File: config.mk
export PLATFORM = sky130hd
export DESIGN_NAME = gate_motion_controller
export DESIGN_NICKNAME = d
export VERILOG_FILES = /design/src/hdl/gate_pkg.sv /design/src/hdl/gate_motion_controller.sv /design/src/hdl/input_sync.sv
export VERILOG_INCLUDE_DIRS = /design/src /design/src/hdl
export SDC_FILE = /design/constraint.sdc
export NUM_CORES = 1
export LEC_CHECK = 0
export ABC_AREA = 1
export BUFFER_PORTS_ARGS = -buffer_cell sky130_fd_sc_hd__buf_2
export CORE_MARGIN = 5
export CORE_UTILIZATION = 30
export CTS_BUF_LIST = sky130_fd_sc_hd__clkbuf_8
export DETAILED_ROUTE_END_ITERATION = 8
export GPL_TIMING_DRIVEN = 0
export PLACE_DENSITY_LB_ADDON = 0.05
export SLEW_MARGIN = 20
export SYNTH_ARGS = -nofsm -noshare
export SYNTH_HDL_FRONTEND = slang
export SYNTH_SLANG_ARGS = --single-unit
export TNS_END_PERCENT = 50
File: constraint.sdc
create_clock -name sys_clk_i -period 2 [get_ports sys_clk_i]
set_input_delay 0.5 -clock sys_clk_i [delete_from_list [all_inputs] [get_ports sys_clk_i]]
set_output_delay 0.5 -clock sys_clk_i [all_outputs]
set_load 0.01 [all_outputs]
File: src/hdl/gate_regs.svh
// timing and width constants of the gate motion controller
`ifndef GATE_REGS_SVH
`define GATE_REGS_SVH

// system clock rate in hertz
`define GATE_CLK_HZ        50000000
// warning lead before any travel, in milliseconds
`define GATE_WARN_LEAD_MS  5000
// number of raw switch, bus and strap inputs passed through the synchroniser
`define GATE_SYNC_WIDTH    11
// bit positions of the raw inputs inside the synchroniser vector
`define GATE_IN_TERM0      0
`define GATE_IN_TERM1      1
`define GATE_IN_TERM2      2
`define GATE_IN_TERM3      3
`define GATE_IN_TERM4      4
`define GATE_IN_TERM5      5
`define GATE_IN_TERM6      6
`define GATE_IN_ROPEN      7
`define GATE_IN_RCLOSE     8
`define GATE_IN_CENTRAL    9
`define GATE_IN_REOPEN     10

`endif

File: src/hdl/gate_pkg.sv
// types shared by the gate motion controller
package gate_pkg;

	// travel sequencer states
	typedef enum logic [2:0] {
		ST_IDLE       = 3'b000,
		ST_WARN_OPEN  = 3'b001,
		ST_WARN_CLOSE = 3'b010,
		ST_OPENING    = 3'b011,
		ST_CLOSING    = 3'b100
	} gate_state_t;

endpackage

File: src/hdl/gate_motion_controller.sv
// travel sequencer for a motorised gate with flasher and remote status
`timescale 1ns/100ps
`default_nettype none
`include "gate_regs.svh"

module gate_motion_controller #(
	parameter int unsigned WARN_CYCLES =
		`GATE_WARN_LEAD_MS * (`GATE_CLK_HZ / 1000)
) (
	// clock and reset
	input  wire logic sys_clk_i,
	input  wire logic srst_i,
	// gate switches, active high after contact conditioning
	input  wire logic stop_or_open_pull_cord_i,
	input  wire logic open_command_switch_i,
	input  wire logic close_command_switch_i,
	input  wire logic open_position_switch_i,
	input  wire logic closed_position_switch_i,
	input  wire logic safety_bar_or_position_switch_i,
	input  wire logic safety_pressure_bar_i,
	// remote master command bits
	input  wire logic remote_open_command_bit_i,
	input  wire logic remote_close_command_bit_i,
	// variant straps
	input  wire logic central_mode_i,
	input  wire logic auto_reopen_i,
	// motor contactors and flasher
	output logic      open_contactor_o,
	output logic      close_contactor_o,
	output logic      flasher_o,
	// remote master status bits
	output logic      remote_open_status_bit_o,
	output logic      remote_closed_status_bit_o
);

	localparam int CW = $clog2(WARN_CYCLES + 1);
	localparam logic [CW-1:0] WARN_LAST = CW'(WARN_CYCLES - 1);

	////////////////////////////////////////////////////////////////////////
	// input synchronisation

	logic [`GATE_SYNC_WIDTH-1:0] raw_in;
	logic [`GATE_SYNC_WIDTH-1:0] syn;

	// pack every pin so all of them see the same two-stage delay
	always_comb begin
		raw_in                   = '0;
		raw_in[`GATE_IN_TERM0]   = stop_or_open_pull_cord_i;
		raw_in[`GATE_IN_TERM1]   = open_command_switch_i;
		raw_in[`GATE_IN_TERM2]   = close_command_switch_i;
		raw_in[`GATE_IN_TERM3]   = open_position_switch_i;
		raw_in[`GATE_IN_TERM4]   = closed_position_switch_i;
		raw_in[`GATE_IN_TERM5]   = safety_bar_or_position_switch_i;
		raw_in[`GATE_IN_TERM6]   = safety_pressure_bar_i;
		raw_in[`GATE_IN_ROPEN]   = remote_open_command_bit_i;
		raw_in[`GATE_IN_RCLOSE]  = remote_close_command_bit_i;
		raw_in[`GATE_IN_CENTRAL] = central_mode_i;
		raw_in[`GATE_IN_REOPEN]  = auto_reopen_i;
	end

	input_sync #(
		.WIDTH (`GATE_SYNC_WIDTH)
	) u_sync (
		.sys_clk_i (sys_clk_i),
		.srst_i    (srst_i),
		.async_i   (raw_in),
		.sync_o    (syn)
	);

	////////////////////////////////////////////////////////////////////////
	// variant decode of the switch roles

	logic central_s;
	logic reopen_s;
	logic open_req;
	logic close_req;
	logic stop_req;
	logic at_open;
	logic at_closed;
	logic safety_s;

	// the centralised wiring drops the stop role, shifts the position and safety roles up by one terminal and spreads the commands over terminals 0 to 3
	always_comb begin
		central_s = syn[`GATE_IN_CENTRAL];
		reopen_s  = syn[`GATE_IN_REOPEN];
		if (central_s) begin
			// pull-cords, gate switches and remote bits share one path
			open_req  = syn[`GATE_IN_TERM0]
				| syn[`GATE_IN_TERM2]
				| syn[`GATE_IN_ROPEN];
			close_req = syn[`GATE_IN_TERM1]
				| syn[`GATE_IN_TERM3]
				| syn[`GATE_IN_RCLOSE];
			at_open   = syn[`GATE_IN_TERM4];
			at_closed = syn[`GATE_IN_TERM5];
			safety_s  = syn[`GATE_IN_TERM6];
			// no stop terminal: both directions at once halts travel
			stop_req  = open_req & close_req;
		end else begin
			open_req  = syn[`GATE_IN_TERM1];
			close_req = syn[`GATE_IN_TERM2];
			at_open   = syn[`GATE_IN_TERM3];
			at_closed = syn[`GATE_IN_TERM4];
			safety_s  = syn[`GATE_IN_TERM5];
			stop_req  = syn[`GATE_IN_TERM0];
		end
	end

	////////////////////////////////////////////////////////////////////////
	// travel sequencer

	gate_pkg::gate_state_t state_q;
	gate_pkg::gate_state_t state_d;
	logic [CW-1:0]         lead_q;
	logic [CW-1:0]         lead_d;
	logic                  open_c_q;
	logic                  open_c_d;
	logic                  close_c_q;
	logic                  close_c_d;
	logic                  flash_q;
	logic                  flash_d;
	logic                  rep_open_q;
	logic                  rep_open_d;
	logic                  rep_closed_q;
	logic                  rep_closed_d;
	logic                  lead_done;

	assign lead_done = (lead_q == WARN_LAST);

	// next state; stop always outranks any start or continuation
	always_comb begin
		state_d = state_q;
		lead_d  = '0;
		unique case (state_q)
			gate_pkg::ST_IDLE: begin
				if (stop_req) begin
					state_d = gate_pkg::ST_IDLE;
				end else if (open_req && !at_open) begin
					state_d = gate_pkg::ST_WARN_OPEN;
				end else if (close_req && !at_closed && !safety_s) begin
					state_d = gate_pkg::ST_WARN_CLOSE;
				end
			end
			gate_pkg::ST_WARN_OPEN: begin
				lead_d = lead_q + CW'(1);
				if (stop_req || at_open) begin
					state_d = gate_pkg::ST_IDLE;
				end else if (lead_done) begin
					state_d = gate_pkg::ST_OPENING;
				end
			end
			gate_pkg::ST_WARN_CLOSE: begin
				lead_d = lead_q + CW'(1);
				// open request during closing lead is ignored
				if (stop_req || at_closed || safety_s) begin
					state_d = gate_pkg::ST_IDLE;
				end else if (lead_done) begin
					state_d = gate_pkg::ST_CLOSING;
				end
			end
			gate_pkg::ST_OPENING: begin
				// close request while opening is ignored
				if (stop_req || at_open) begin
					state_d = gate_pkg::ST_IDLE;
				end
			end
			gate_pkg::ST_CLOSING: begin
				if (stop_req || at_closed) begin
					state_d = gate_pkg::ST_IDLE;
				end else if (safety_s && reopen_s) begin
					// reversal passes a full lead with both motors off
					state_d = gate_pkg::ST_WARN_OPEN;
				end else if (safety_s) begin
					state_d = gate_pkg::ST_IDLE;
				end
			end
			default: begin
				state_d = gate_pkg::ST_IDLE;
			end
		endcase
	end

	// contactor and flasher outputs decoded from the next state, status bits from the synchronised switches, so all leave a flip-flop
	always_comb begin
		open_c_d     = (state_d == gate_pkg::ST_OPENING);
		close_c_d    = (state_d == gate_pkg::ST_CLOSING);
		flash_d      = (state_d != gate_pkg::ST_IDLE);
		rep_open_d   = at_open;
		rep_closed_d = at_closed;
	end

	always_ff @(posedge sys_clk_i) begin
		if (srst_i) begin
			state_q      <= gate_pkg::ST_IDLE;
			lead_q       <= '0;
			open_c_q     <= 1'b0;
			close_c_q    <= 1'b0;
			flash_q      <= 1'b0;
			rep_open_q   <= 1'b0;
			rep_closed_q <= 1'b0;
		end else begin
			state_q      <= state_d;
			lead_q       <= lead_d;
			open_c_q     <= open_c_d;
			close_c_q    <= close_c_d;
			flash_q      <= flash_d;
			rep_open_q   <= rep_open_d;
			rep_closed_q <= rep_closed_d;
		end
	end

	assign open_contactor_o           = open_c_q;
	assign close_contactor_o          = close_c_q;
	assign flasher_o                  = flash_q;
	assign remote_open_status_bit_o   = rep_open_q;
	assign remote_closed_status_bit_o = rep_closed_q;

	////////////////////////////////////////////////////////////////////////
	// checks

	// helper: cycles the flasher has been lit without a break
	logic [CW:0] flash_run_q;

	always_ff @(posedge sys_clk_i) begin
		if (srst_i || !flash_q) begin
			flash_run_q <= '0;
		end else if (flash_run_q != {(CW+1){1'b1}}) begin
			flash_run_q <= flash_run_q + (CW+1)'(1);
		end
	end
endmodule

`default_nettype wire

File: src/hdl/input_sync.sv
// two flip-flop synchroniser for a vector of asynchronous levels
`timescale 1ns/100ps
`default_nettype none

module input_sync #(
	parameter int WIDTH = 1
) (
	// clock and reset
	input  wire logic             sys_clk_i,
	input  wire logic             srst_i,
	// raw levels and their synchronised copy
	input  wire logic [WIDTH-1:0] async_i,
	output logic      [WIDTH-1:0] sync_o
);

	logic [WIDTH-1:0] meta_q;
	logic [WIDTH-1:0] meta_d;
	logic [WIDTH-1:0] stable_q;
	logic [WIDTH-1:0] stable_d;

	// first stage is read only by the second stage
	always_comb begin
		meta_d   = async_i;
		stable_d = meta_q;
	end

	always_ff @(posedge sys_clk_i) begin
		if (srst_i) begin
			meta_q   <= '0;
			stable_q <= '0;
		end else begin
			meta_q   <= meta_d;
			stable_q <= stable_d;
		end
	end

	assign sync_o = stable_q;

endmodule

`default_nettype wire

# Word level (Yosys, flattened, before mapping)
# Index checks and enable logic that the tools add are counted.
dict set report word_totals {
  register_bits 58
  output_inout_bits 5
  elab_cells 55
}
dict set report classes {
  add_sub_neg 1
  eq_ne 7
  n_mux 18
  bitwise 6
  n_reduce_logical 14
}
# op n
set ops {}
lappend ops {{two-way mux 3 bit} 11}
lappend ops {{adder 28 x 1 -> 28 bit, second input constant} 1}
lappend ops {{== test 28 bit, second input constant} 1}
lappend ops {{case mux 3 bit (5 select lines)} 1}
lappend ops {{== test 3 x 2 -> 1 bit, second input constant} 3}
lappend ops {{== test 3 bit, second input constant} 2}
lappend ops {{two-way mux 1 bit} 6}
lappend ops {{logical AND 1 bit} 4}
lappend ops {{bitwise OR 1 bit} 4}
lappend ops {{OR reduction 2 bit} 2}
lappend ops {{== test 3 x 1 -> 1 bit, second input constant} 1}
lappend ops {{logical NOT 1 bit} 3}
lappend ops {{logical NOT 3 bit} 1}
lappend ops {{logical OR 1 bit} 3}
lappend ops {{nonzero test 3 bit} 1}
lappend ops {{AND 1 bit} 1}
lappend ops {{inverter 1 bit} 1}

# Longest topological paths before layout
# Gate-level depths: netlist of run 1.
dict set report depth {
  word_depth 10
  depth_mapped 11
  ltp_nobuf 11
}

# Cells and area by module
# Synthesis of run 1 repeated with hierarchy kept, for this count alone.
dict set report unflattened {
  hier_cells 407
  hier_area_um2 2820.2
}
# module instances cells_each area_per_inst_um2 seq_area_each_um2
set modules_own_cells {}
lappend modules_own_cells {gate_motion_controller 1 339 2192.1 720.7}
lappend modules_own_cells {input_sync 1 68 628.1 440.4}

# Worst setup path after synthesis of run 1
# OpenSTA, ideal clock, no wires.
dict set report synth_path {
  path_type {register to register}
  start {register lead_q[0]}
  end {register lead_q[18]}
  setup_ps 120
  arrival_time_ps 1322
  t_required_ps 1880
  slack_ps 558
  stages_incl_launch_ff 11
  path_buffers 0
  cell_sequence {dfxtp_1 -> ha_1 -> nand2_2 -> nor2_4 -> nand2_2 -> inv_2 -> nand2_2 -> nor2_2 -> inv_1 -> o21ai_1 -> a21oi_1}
}
dict set report synth_via {
  elab_chain_len 1
}
# item line_no
set synth_rtl {}
lappend synth_rtl {{from (decl)} gate_motion_controller.sv:114} ;# logic [CW-1:0] lead_q;
lappend synth_rtl {{from (signal assigned)} gate_motion_controller.sv:203} ;# lead_q <= lead_d;
lappend synth_rtl {{adder 28 x 1 -> 28 bit} {gate_motion_controller.sv:145, gate_motion_controller.sv:153}}
# No other way between the ends.
# A chain may end at the register's enable or synchronous reset.

# Worst setup path in the final report of run 1
# Same ends and word-level chain as after synthesis.

==> run metrics, run 1 <==
status=finished, final reports clean; Initial DRT Pass Iterations=4; total clock buffers created by CTS=9; hold endpoint=u_sync.meta_q[3]; Max Fanout on Critical Path=5; critical setup path kind=flip-flop to flip-flop; layout cell share with drive strength beyond 1=0.137; Slew HR=0.658; min-delay worst type=primary input to flip-flop; Final Hold Fails=0; number of synthesized flops with an enable pin=0; most common cell after layout, fill and taps aside=nand2_1; Setup Viol. Count Final=0; crit path time final=1710 ps; core footprint=0.00868 mm^2; clock root cell=clkbuf_8; GRT Util Overall=0.120; Fin Setup TNS=0 ps; Clock transition at path regs=80 ps; Routed WL per cell=11.2 um; hold path start=open_position_switch_i; Die X=104 um; number of global-route vias before repair=2182; switching share of power=0.259; Worst-Margin Slew=509 ps; first-pass GRT wire length=10.5 mm; NetSw=0.000687 W; DIE AREA=0.0109 mm^2; R2R cell count=10; clk sink count=58; Detailed Place HPWL=4.60 mm; unrepaired setup endpoints after global routing=no; area leader, netlist=dfxtp_1; max-slew violations=0; Antenna diodes=0; LEAKAGE=1.33 nW; total vias in the final route=2258; mapped cell area=0.00267 mm^2; ANT nets after route=0; Mapped Nets=405; Fin Clk Skew=10.3 ps; initial DRC count=80; Port Buffers=16; gr ovfl total=0; initial core utilization=0.307; largest net degree at the start of global routing=13; Pint=0.00197 W; Boundary Pins=18; Seq cells post-synth=58; area of the multi-input gates=0.00120 mm^2; Hold-fix buffers, CTS=0; pwr/cell area=854 mW/mm^2; Warnings, synthesis=0; most frequent cells in the layout=nand2_1 (82), inv_1 (74), nor2_1 (60), dfxtp_1 (58), a21oi_1 (22); Non-Filler Cell Area, Final=0.00311 mm^2; Top FF cell, synth=dfxtp_1; Cells after Synth=391; worst r2r src=lead_q[0]; Die H=104 um; Worst Setup End Kind=flip-flop; CP Launch Type=flip-flop; H-tree depth=3; CP arrival=1950 ps; layout net count=432; Post-synth ARST share=0; reg2reg setup slack=290 ps; Worst-Skew Late Latency=350 ps; Max clock buf depth=2; Max-Cap Viols=0; R2R Path End=lead_q[18]; P&R area growth vs syn=16.6%; routed vias/inst=4.25; Avg Cell Area, Syn=6.82 um^2; sequential cell area fraction in the yosys report=0.435; TritonCTS clock tree=built; clock power share=0.472; unique cell type count in the Yosys netlist=30; DP Area=0.00288 mm^2; post-cts gate resize count=0; maximum vdd drop=0.000296 V; DRC viols=0; Critical Path RT=2230 ps; Post-CTS Setup Repair Bufs=0; Rows=34; FF/Latch Area=0.00116 mm^2; Final period util=0.856; Gate power share=0.070; Max Clock Freq=584 MHz; GPL Wtd Cong=0.783; register share of total power=0.458; final WL=5.97 mm; # fillers=985; antenna violations before repair=0; final core utilization=0.358; Synth top area share=0.435; Hold Crit Depth=3; synth top area cells=dfxtp_1 (44%), nand2_1 (12%), inv_1 (10%), nor2_1 (8.4%), a21oi_1 (4.1%)
## power by group through the flow
stage	Sequential (W)	Combinational, W	Clock [W]
finish	0.00122	0.000187	0.00125
global route	0.00122	0.000222	0.00135
CTS	0.00122	0.000192	0.00129
detailed placement	0.00124	0.000192	0
global placement	0.00124	0.000191	0
floorplan	0.00124	0.000127	0
## cells in the mapped netlist, types with 2 or more instances
| master | count |
|---|---|
| nor2_4 | 2 |
| nand3b_1 | 4 |
| or2_2 | 4 |
| xnor2_1 | 2 |
| buf_2 | 2 |
| o21ai_0 | 6 |
| dfxtp_1 | 58 |
| nand2_1 | 82 |
| and2_1 | 3 |
| a21oi_1 | 22 |
| nand4_1 | 5 |
| nor4_1 | 2 |
| nand2_2 | 8 |
| nand3_2 | 2 |
| nor3_1 | 7 |
| clkbuf_1 | 3 |
| or2_0 | 5 |
| inv_2 | 2 |
| nand3_1 | 21 |
| inv_1 | 74 |
| nor2_1 | 60 |
| nor2_2 | 2 |
| nor3_2 | 3 |
| o21ai_1 | 5 |
| xor2_1 | 2 |
## routing by layer
layer  vias up  wire length [um]  track usage
met1       969              3240        0.176
met2        27              2400        0.162
li1       1253                 -            -
met5         -                 0            0
met3         9               184       0.0267
met4         0               136       0.0583
## worst max-delay path: stages (launching register included)
cell	delay (ps)
dfxtp_1	420
ha_1	210
nand2_2	80
nor2_4	190
nand2_2	130
inv_2	90
nand2_2	70
nor2_2	140
inv_1	80
o21ai_1	120
a21oi_1	70
## sequential cells by signal, summed over array words and instances (netlist names)
register,count
close_contactor_o,1
remote_closed_status_bit_o,1
state_q,3
open_contactor_o,1
remote_open_status_bit_o,1
lead_q,28
flasher_o,1
u_sync.sync_o,11
u_sync.meta_q,11
## per-stage QoR
stage               std cells  worst slack (ps)  hold slack, ps  total power, W
detailed placement        515               131             393         0.00143
finish                    531               288             351         0.00266
global placement          515               126             396         0.00143
floorplan                 391               558             388         0.00137
global route              531              63.2             344         0.00279
CTS                       531               254             335         0.00270
## worst max-delay path by stage
stage	to	startpoint	cells past startpoint	slack (ps)
after global placement	lead_q[7]	srst_i	5	130
final	lead_q[18]	lead_q[0]	10	290
after global routing	flasher_o	lead_q[0]	9	60
after detailed placement	lead_q[20]	srst_i	5	130
after floorplan	lead_q[18]	lead_q[0]	10	560
after CTS	lead_q[18]	lead_q[0]	10	250
## layout make-up
class | count | area share
Clock buffer | 9 | 0.0398
Sequential cell | 58 | 0.373
Buffer | 5 | 0.00684
Tap cell | 108 | 0.0435
Clock inverter | 7 | 0.0330
Inverter | 76 | 0.0918
Timing Repair Buffer | 16 | 0.0258
Multi-Input combinational cell | 252 | 0.386
## cells by family (layout without fill, tap and decap cells)
kind of cell             count (synthesis)  in the layout  share of synthesized area
buffers and inverters                   81            113                      0.115
adder cells (fa/ha/maj)                  1              1                    0.00469
AO/OA/AOI/OAI                           35             35                     0.0680
flip-flops                              58             58                      0.435
XOR/XNOR                                 4              4                     0.0131
AND/OR/NAND/NOR                        212            212                      0.364
Power figures use the tool's default switching activity.
==> inputs of run 2 (changes only) <==
Settings changed: RECOVER_POWER set to 100.
==> run metrics, run 2 (synthesized netlist as in run 1, its figures left out) <==
min-delay worst type=primary input to flip-flop; status=finished, final reports clean; H-tree depth=3 (unchanged); critical setup path kind=flip-flop to flip-flop; clock root cell=clkbuf_8; Max Clock Freq=573 MHz (-2.0%); unrepaired setup endpoints after global routing=no; metal3 WL=185 um (+0.54%); GPL Wtd Cong=0.783 (unchanged); Die X=104 um (unchanged); Max clock buf depth=2 (unchanged); Max Fanout on Critical Path=5 (unchanged); initial core utilization=0.307 (unchanged); Initial DRT Pass Iterations=4 (unchanged); maximum vdd drop=0.000296 V (about the same); total chip power=0.00265 W (-0.14%); pwr/cell area=857 mW/mm^2 (+0.39%); number of global-route vias before repair=2182 (unchanged); Die H=104 um (unchanged); Post-CTS Setup Repair Bufs=0 (unchanged); Worst-Skew Late Latency=350 ps (about the same); Critical Path RT=2230 ps (about the same); largest net degree at the start of global routing=13 (unchanged); post-cts gate resize count=0 (unchanged); core footprint=0.00868 mm^2 (unchanged); Hold Crit Depth=3 (unchanged); Setup Viol. Count Final=0 (unchanged); Routed met2 length=2.40 mm (about the same); top layer in use=met4; Hold-fix buffers, CTS=0 (unchanged); Max-Cap Viols=0 (unchanged); M1 WL=3.25 mm (+0.43%); most common cell after layout, fill and taps aside=nand2_1; Clock transition at path regs=80 ps (about the same); Antenna diodes=0 (unchanged); P&R area growth vs syn=15.9%; Final Hold Fails=0 (unchanged); TritonCTS clock tree=built; Routed WL per cell=11.3 um (+0.23%); Worst Setup SP=lead_q[0]; Top reg by flops=lead_q; WHS=351 ps (+0.198 ps); ANT nets after route=0 (unchanged); first-pass GRT wire length=10.5 mm (unchanged); Detailed Place HPWL=4.60 mm (unchanged); layout net count=432 (unchanged); R2R cell count=10 (unchanged); max-slew violations=0 (unchanged); Fin Setup TNS=0 ps (unchanged); GRT Util Overall=0.120 (unchanged); pre-CTS WS=131 ps (unchanged); CP arrival=1980 ps (+30 ps); final setup margin=253 ps (-34.3 ps); initial DRC count=89 (+11%); CP Launch Type=flip-flop; Slew HR=0.649 (-0.00935); clk sink count=58 (unchanged); most frequent cells in the layout=nand2_1 (83), inv_1 (74), nor2_1 (61), dfxtp_1 (58); total vias in the final route=2258 (unchanged); worst r2r src=lead_q[0]; gr ovfl total=0 (unchanged); DIE AREA=0.0109 mm^2 (unchanged); Fin Clk Skew=10.2 ps (-0.141 ps); Port Buffers=16 (unchanged); LEAKAGE=1.30 nW (-2.0%); Rows=34 (unchanged); Boundary Pins=18 (unchanged); final WL=5.98 mm (+0.23%); layout cell share with drive strength beyond 1=0.116 (-0.0213); antenna violations before repair=0 (unchanged); Worst-Margin Slew=523 ps (+13.9 ps); DRC viols=0 (unchanged); crit path time final=1750 ps (+34.3 ps); Final period util=0.873 (+0.0171); Worst Setup End Kind=flip-flop; hold path start=open_position_switch_i; routed vias/inst=4.25 (unchanged); max FFs per register=28 (unchanged); total clock buffers created by CTS=9 (unchanged)
[run 2: worst paths after layout]
| check | end | slack (ps) |
|---|---|---|
| max | lead_q[18] | 250 |
| min | u_sync.meta_q[3] | 350 |
| max reg2reg | lead_q[18] | 250 |
| min reg2reg | u_sync.sync_o[3] | 400 |
[run 2: area by class of cell]
class / count / area (um^2)
Multi-Input combinational cell: 252 / 1190
Tap cell: 108 / 135
Inverter: 76 / 285
Clock buffer: 9 / 124
Buffer: 5 / 21.3
Sequential cell: 58 / 1160
Timing Repair Buffer: 16 / 73.8
Fill cell: 992 / 5590
Clock inverter: 7 / 103
[run 2: report_power, final]
part | leakage (nW) | switching, W | internal, W | total (W)
registers | 0.473 | 0.0000219 | 0.00119 | 0.00122
clock network | 0.110 | 0.000541 | 0.000711 | 0.00125
logic | 0.717 | 0.000123 | 0.0000613 | 0.000184
total | 1.30 | 0.000686 | 0.00197 | 0.00265
[run 2: worst max-delay path, cell delays in order (launching register included)]
cell     delay, ps
dfxtp_1        410
ha_1           210
nand2_2         80
nor2_4         170
nand2_2        120
inv_2           90
nand2_2         60
nor2_1         190
inv_1           90
o21ai_1        130
a21oi_1         70
[run 2: per-layer routing]
| metal | vias to the layer above | global-route usage |
|---|---|---|
| met5 | - | 0 |
| met4 | 0 | 0.0583 |
| met3 | 9 | 0.0267 |
| met2 | 27 | 0.162 |
| met1 | 970 | 0.176 |
| li1 | 1252 | - |
[run 2: through the flow]
step           instance area (um^2)  utilization  instances
6_report                       3090        0.356        531
5_1_grt                        3090        0.356        531
4_1_cts                        3110        0.358        531
3_5_place_dp                   2880        0.332        515
3_3_place_gp                   2880        0.332        515
2_1_floorplan                  2670            -        391
==> inputs of run 3 (changes only) <==
Settings changed: CORE_ASPECT_RATIO set to 1.75.
==> run metrics, run 3 (synthesized netlist as in run 1, its figures left out) <==
max-slew violations=0 (unchanged); crit path time final=1810 ps (+66.5 ps); Boundary Pins=18 (unchanged); DRC viols=0 (unchanged); GPL Wtd Cong=0.821 (+4.8%); placed cells=524 (+1.7%); R2R cell count=7 (-3); Die H=135 um (+29%); Setup Viol. Count Final=0 (unchanged); register share of total power=0.508 (+0.050); CP arrival=2030 ps (+50 ps); Critical Path RT=2220 ps (about the same); # fillers=1029 (+3.7%); WHS=356 ps (+5.21 ps); switching share of power=0.253 (-0.00564); Hold-fix buffers, CTS=0 (unchanged); Worst-Skew Late Latency=340 ps (about the same); CP Launch Type=flip-flop; Slew HR=0.477 (-0.172); layout cell share with drive strength beyond 1=0.119 (+0.00293); Clock transition at path regs=60 ps (-20 ps); max FFs per register=28 (unchanged); Rows=45 (+32%); critical setup path kind=flip-flop to flip-flop; total clock buffers created by CTS=9 (unchanged); gr ovfl total=0 (unchanged); Worst Setup End Kind=flip-flop; Worst-Margin Slew=776 ps (+253 ps); maximum vdd drop=0.000440 V (+49%); number of global-route vias before repair=2400 (+10%); first-pass GRT wire length=10.7 mm (+1.3%); post-cts gate resize count=0 (unchanged); status=finished, final reports clean; Die X=81.3 um (-22%); area of the multi-input gates=0.00120 mm^2 (+0.53%); DP Area=0.00289 mm^2 (+0.39%); ANT nets after route=0 (unchanged); GRT Util Overall=0.133 (+0.0133); total chip power=0.00240 W (-9.6%); core footprint=0.00867 mm^2 (about the same); NetSw=0.000606 W (-12%); Final period util=0.907 (+0.0333); LEAKAGE=1.28 nW (-1.3%); most frequent cells in the layout=nand2_1 (82), inv_1 (74), nor2_1 (60), dfxtp_1 (58), a21oi_1 (22); Pint=0.00179 W (-9.0%); FF/Latch Area=0.00116 mm^2 (unchanged); H-tree depth=3 (unchanged); Final Hold Fails=0 (unchanged); antenna violations before repair=0 (unchanged); Antenna diodes=0 (unchanged); most common cell after layout, fill and taps aside=nand2_1; Gate power share=0.077 (+0.008); Fin Setup TNS=0 ps (unchanged); DIE AREA=0.0110 mm^2 (+0.68%); routed vias/inst=4.37 (+2.7%); Non-Filler Cell Area, Final=0.00306 mm^2 (-1.0%); clk sink count=58 (unchanged); Routed WL per cell=12.0 um (+6.4%); Max clock buf depth=2 (unchanged); P&R area growth vs syn=14.8%; total vias in the final route=2349 (+4.0%); clock root cell=clkbuf_8; min-delay worst type=primary input to flip-flop; clock power share=0.415 (-0.057); Max Clock Freq=552 MHz (-3.7%); initial core utilization=0.308 (about the same); post-route insts no fill=538 (+1.3%); Fin Clk Skew=10.3 ps (+0.136 ps); final WL=6.45 mm (+7.8%); initial DRC count=89 (unchanged); Top reg by flops=lead_q; unrepaired setup endpoints after global routing=no; largest net degree at the start of global routing=11 (-2); Port Buffers=16 (unchanged); layout net count=432 (unchanged); Max Fanout on Critical Path=5 (unchanged); pwr/cell area=783 mW/mm^2 (-8.7%); Max-Cap Viols=0 (unchanged); TritonCTS clock tree=built; Initial DRT Pass Iterations=4 (unchanged); Detailed Place HPWL=5.17 mm (+13%); Hold Crit Depth=3 (unchanged); Post-CTS Setup Repair Bufs=0 (unchanged)
run 3: cell types whose count changed in the layout (fill, tap and decap cells not counted), sizes merged:
| cell | delta |
|---|---|
| bufinv | -2 |
| buf | +1 |
| clkbuf | +2 |
| clkinv | -3 |
run 3: path summary, 6_finish.rpt:
check / end / slack [ps] / from
max: lead_q[24] / 190 / lead_q[0]
min reg2reg: u_sync.sync_o[4] / 400 / u_sync.meta_q[4]
min: u_sync.meta_q[10] / 360 / auto_reopen_i
max reg2reg: lead_q[24] / 190 / lead_q[0]
run 3: worst max-delay path, cell delays in order (launching register included):
cell and delay, ps:
dfxtp_1 410, ha_1 220, nand2_2 90, nor2_4 190, nand2_2 130, nor3_1 420
or2_2 190, a21oi_1 50
run 3: cell type report:
| cell class | instances | area share |
|---|---|---|
| flip-flops and latches | 58 | 0.379 |
| clock buffers | 12 | 0.0539 |
| well taps | 117 | 0.0478 |
| multi-input cells | 252 | 0.391 |
| inverters | 76 | 0.0932 |
| clock inverters | 2 | 0.00409 |
| plain buffers | 5 | 0.00695 |
| repair buffers | 16 | 0.0241 |
run 3: power groups by stage:
stage / Sequential, W / Clock [W] / Combinational (W)
global route: 0.00122 / 0.00108 / 0.000217
CTS: 0.00122 / 0.00103 / 0.000195
global placement: 0.00124 / 0 / 0.000194
detailed placement: 0.00124 / 0 / 0.000194
floorplan: 0.00124 / 0 / 0.000127
finish: 0.00122 / 0.000995 / 0.000184
run 3: through the flow:
stage               setup slack, ps   util
floorplan                       558      -
global placement                160  0.334
detailed placement              164  0.334
CTS                             167  0.354
global route                   25.4  0.353
finish                          187  0.353
run 3: metal layers:
layer  part of all wire  global-route usage  vias up  routed length [um]
li1                   -                   -     1244                   -
met1               0.34               0.112     1047                2200
met2               0.58               0.256       37                3730
met3              0.030              0.0367       21                 193
met4              0.050              0.0855        0                 324
met5                  0                   0        -                   0
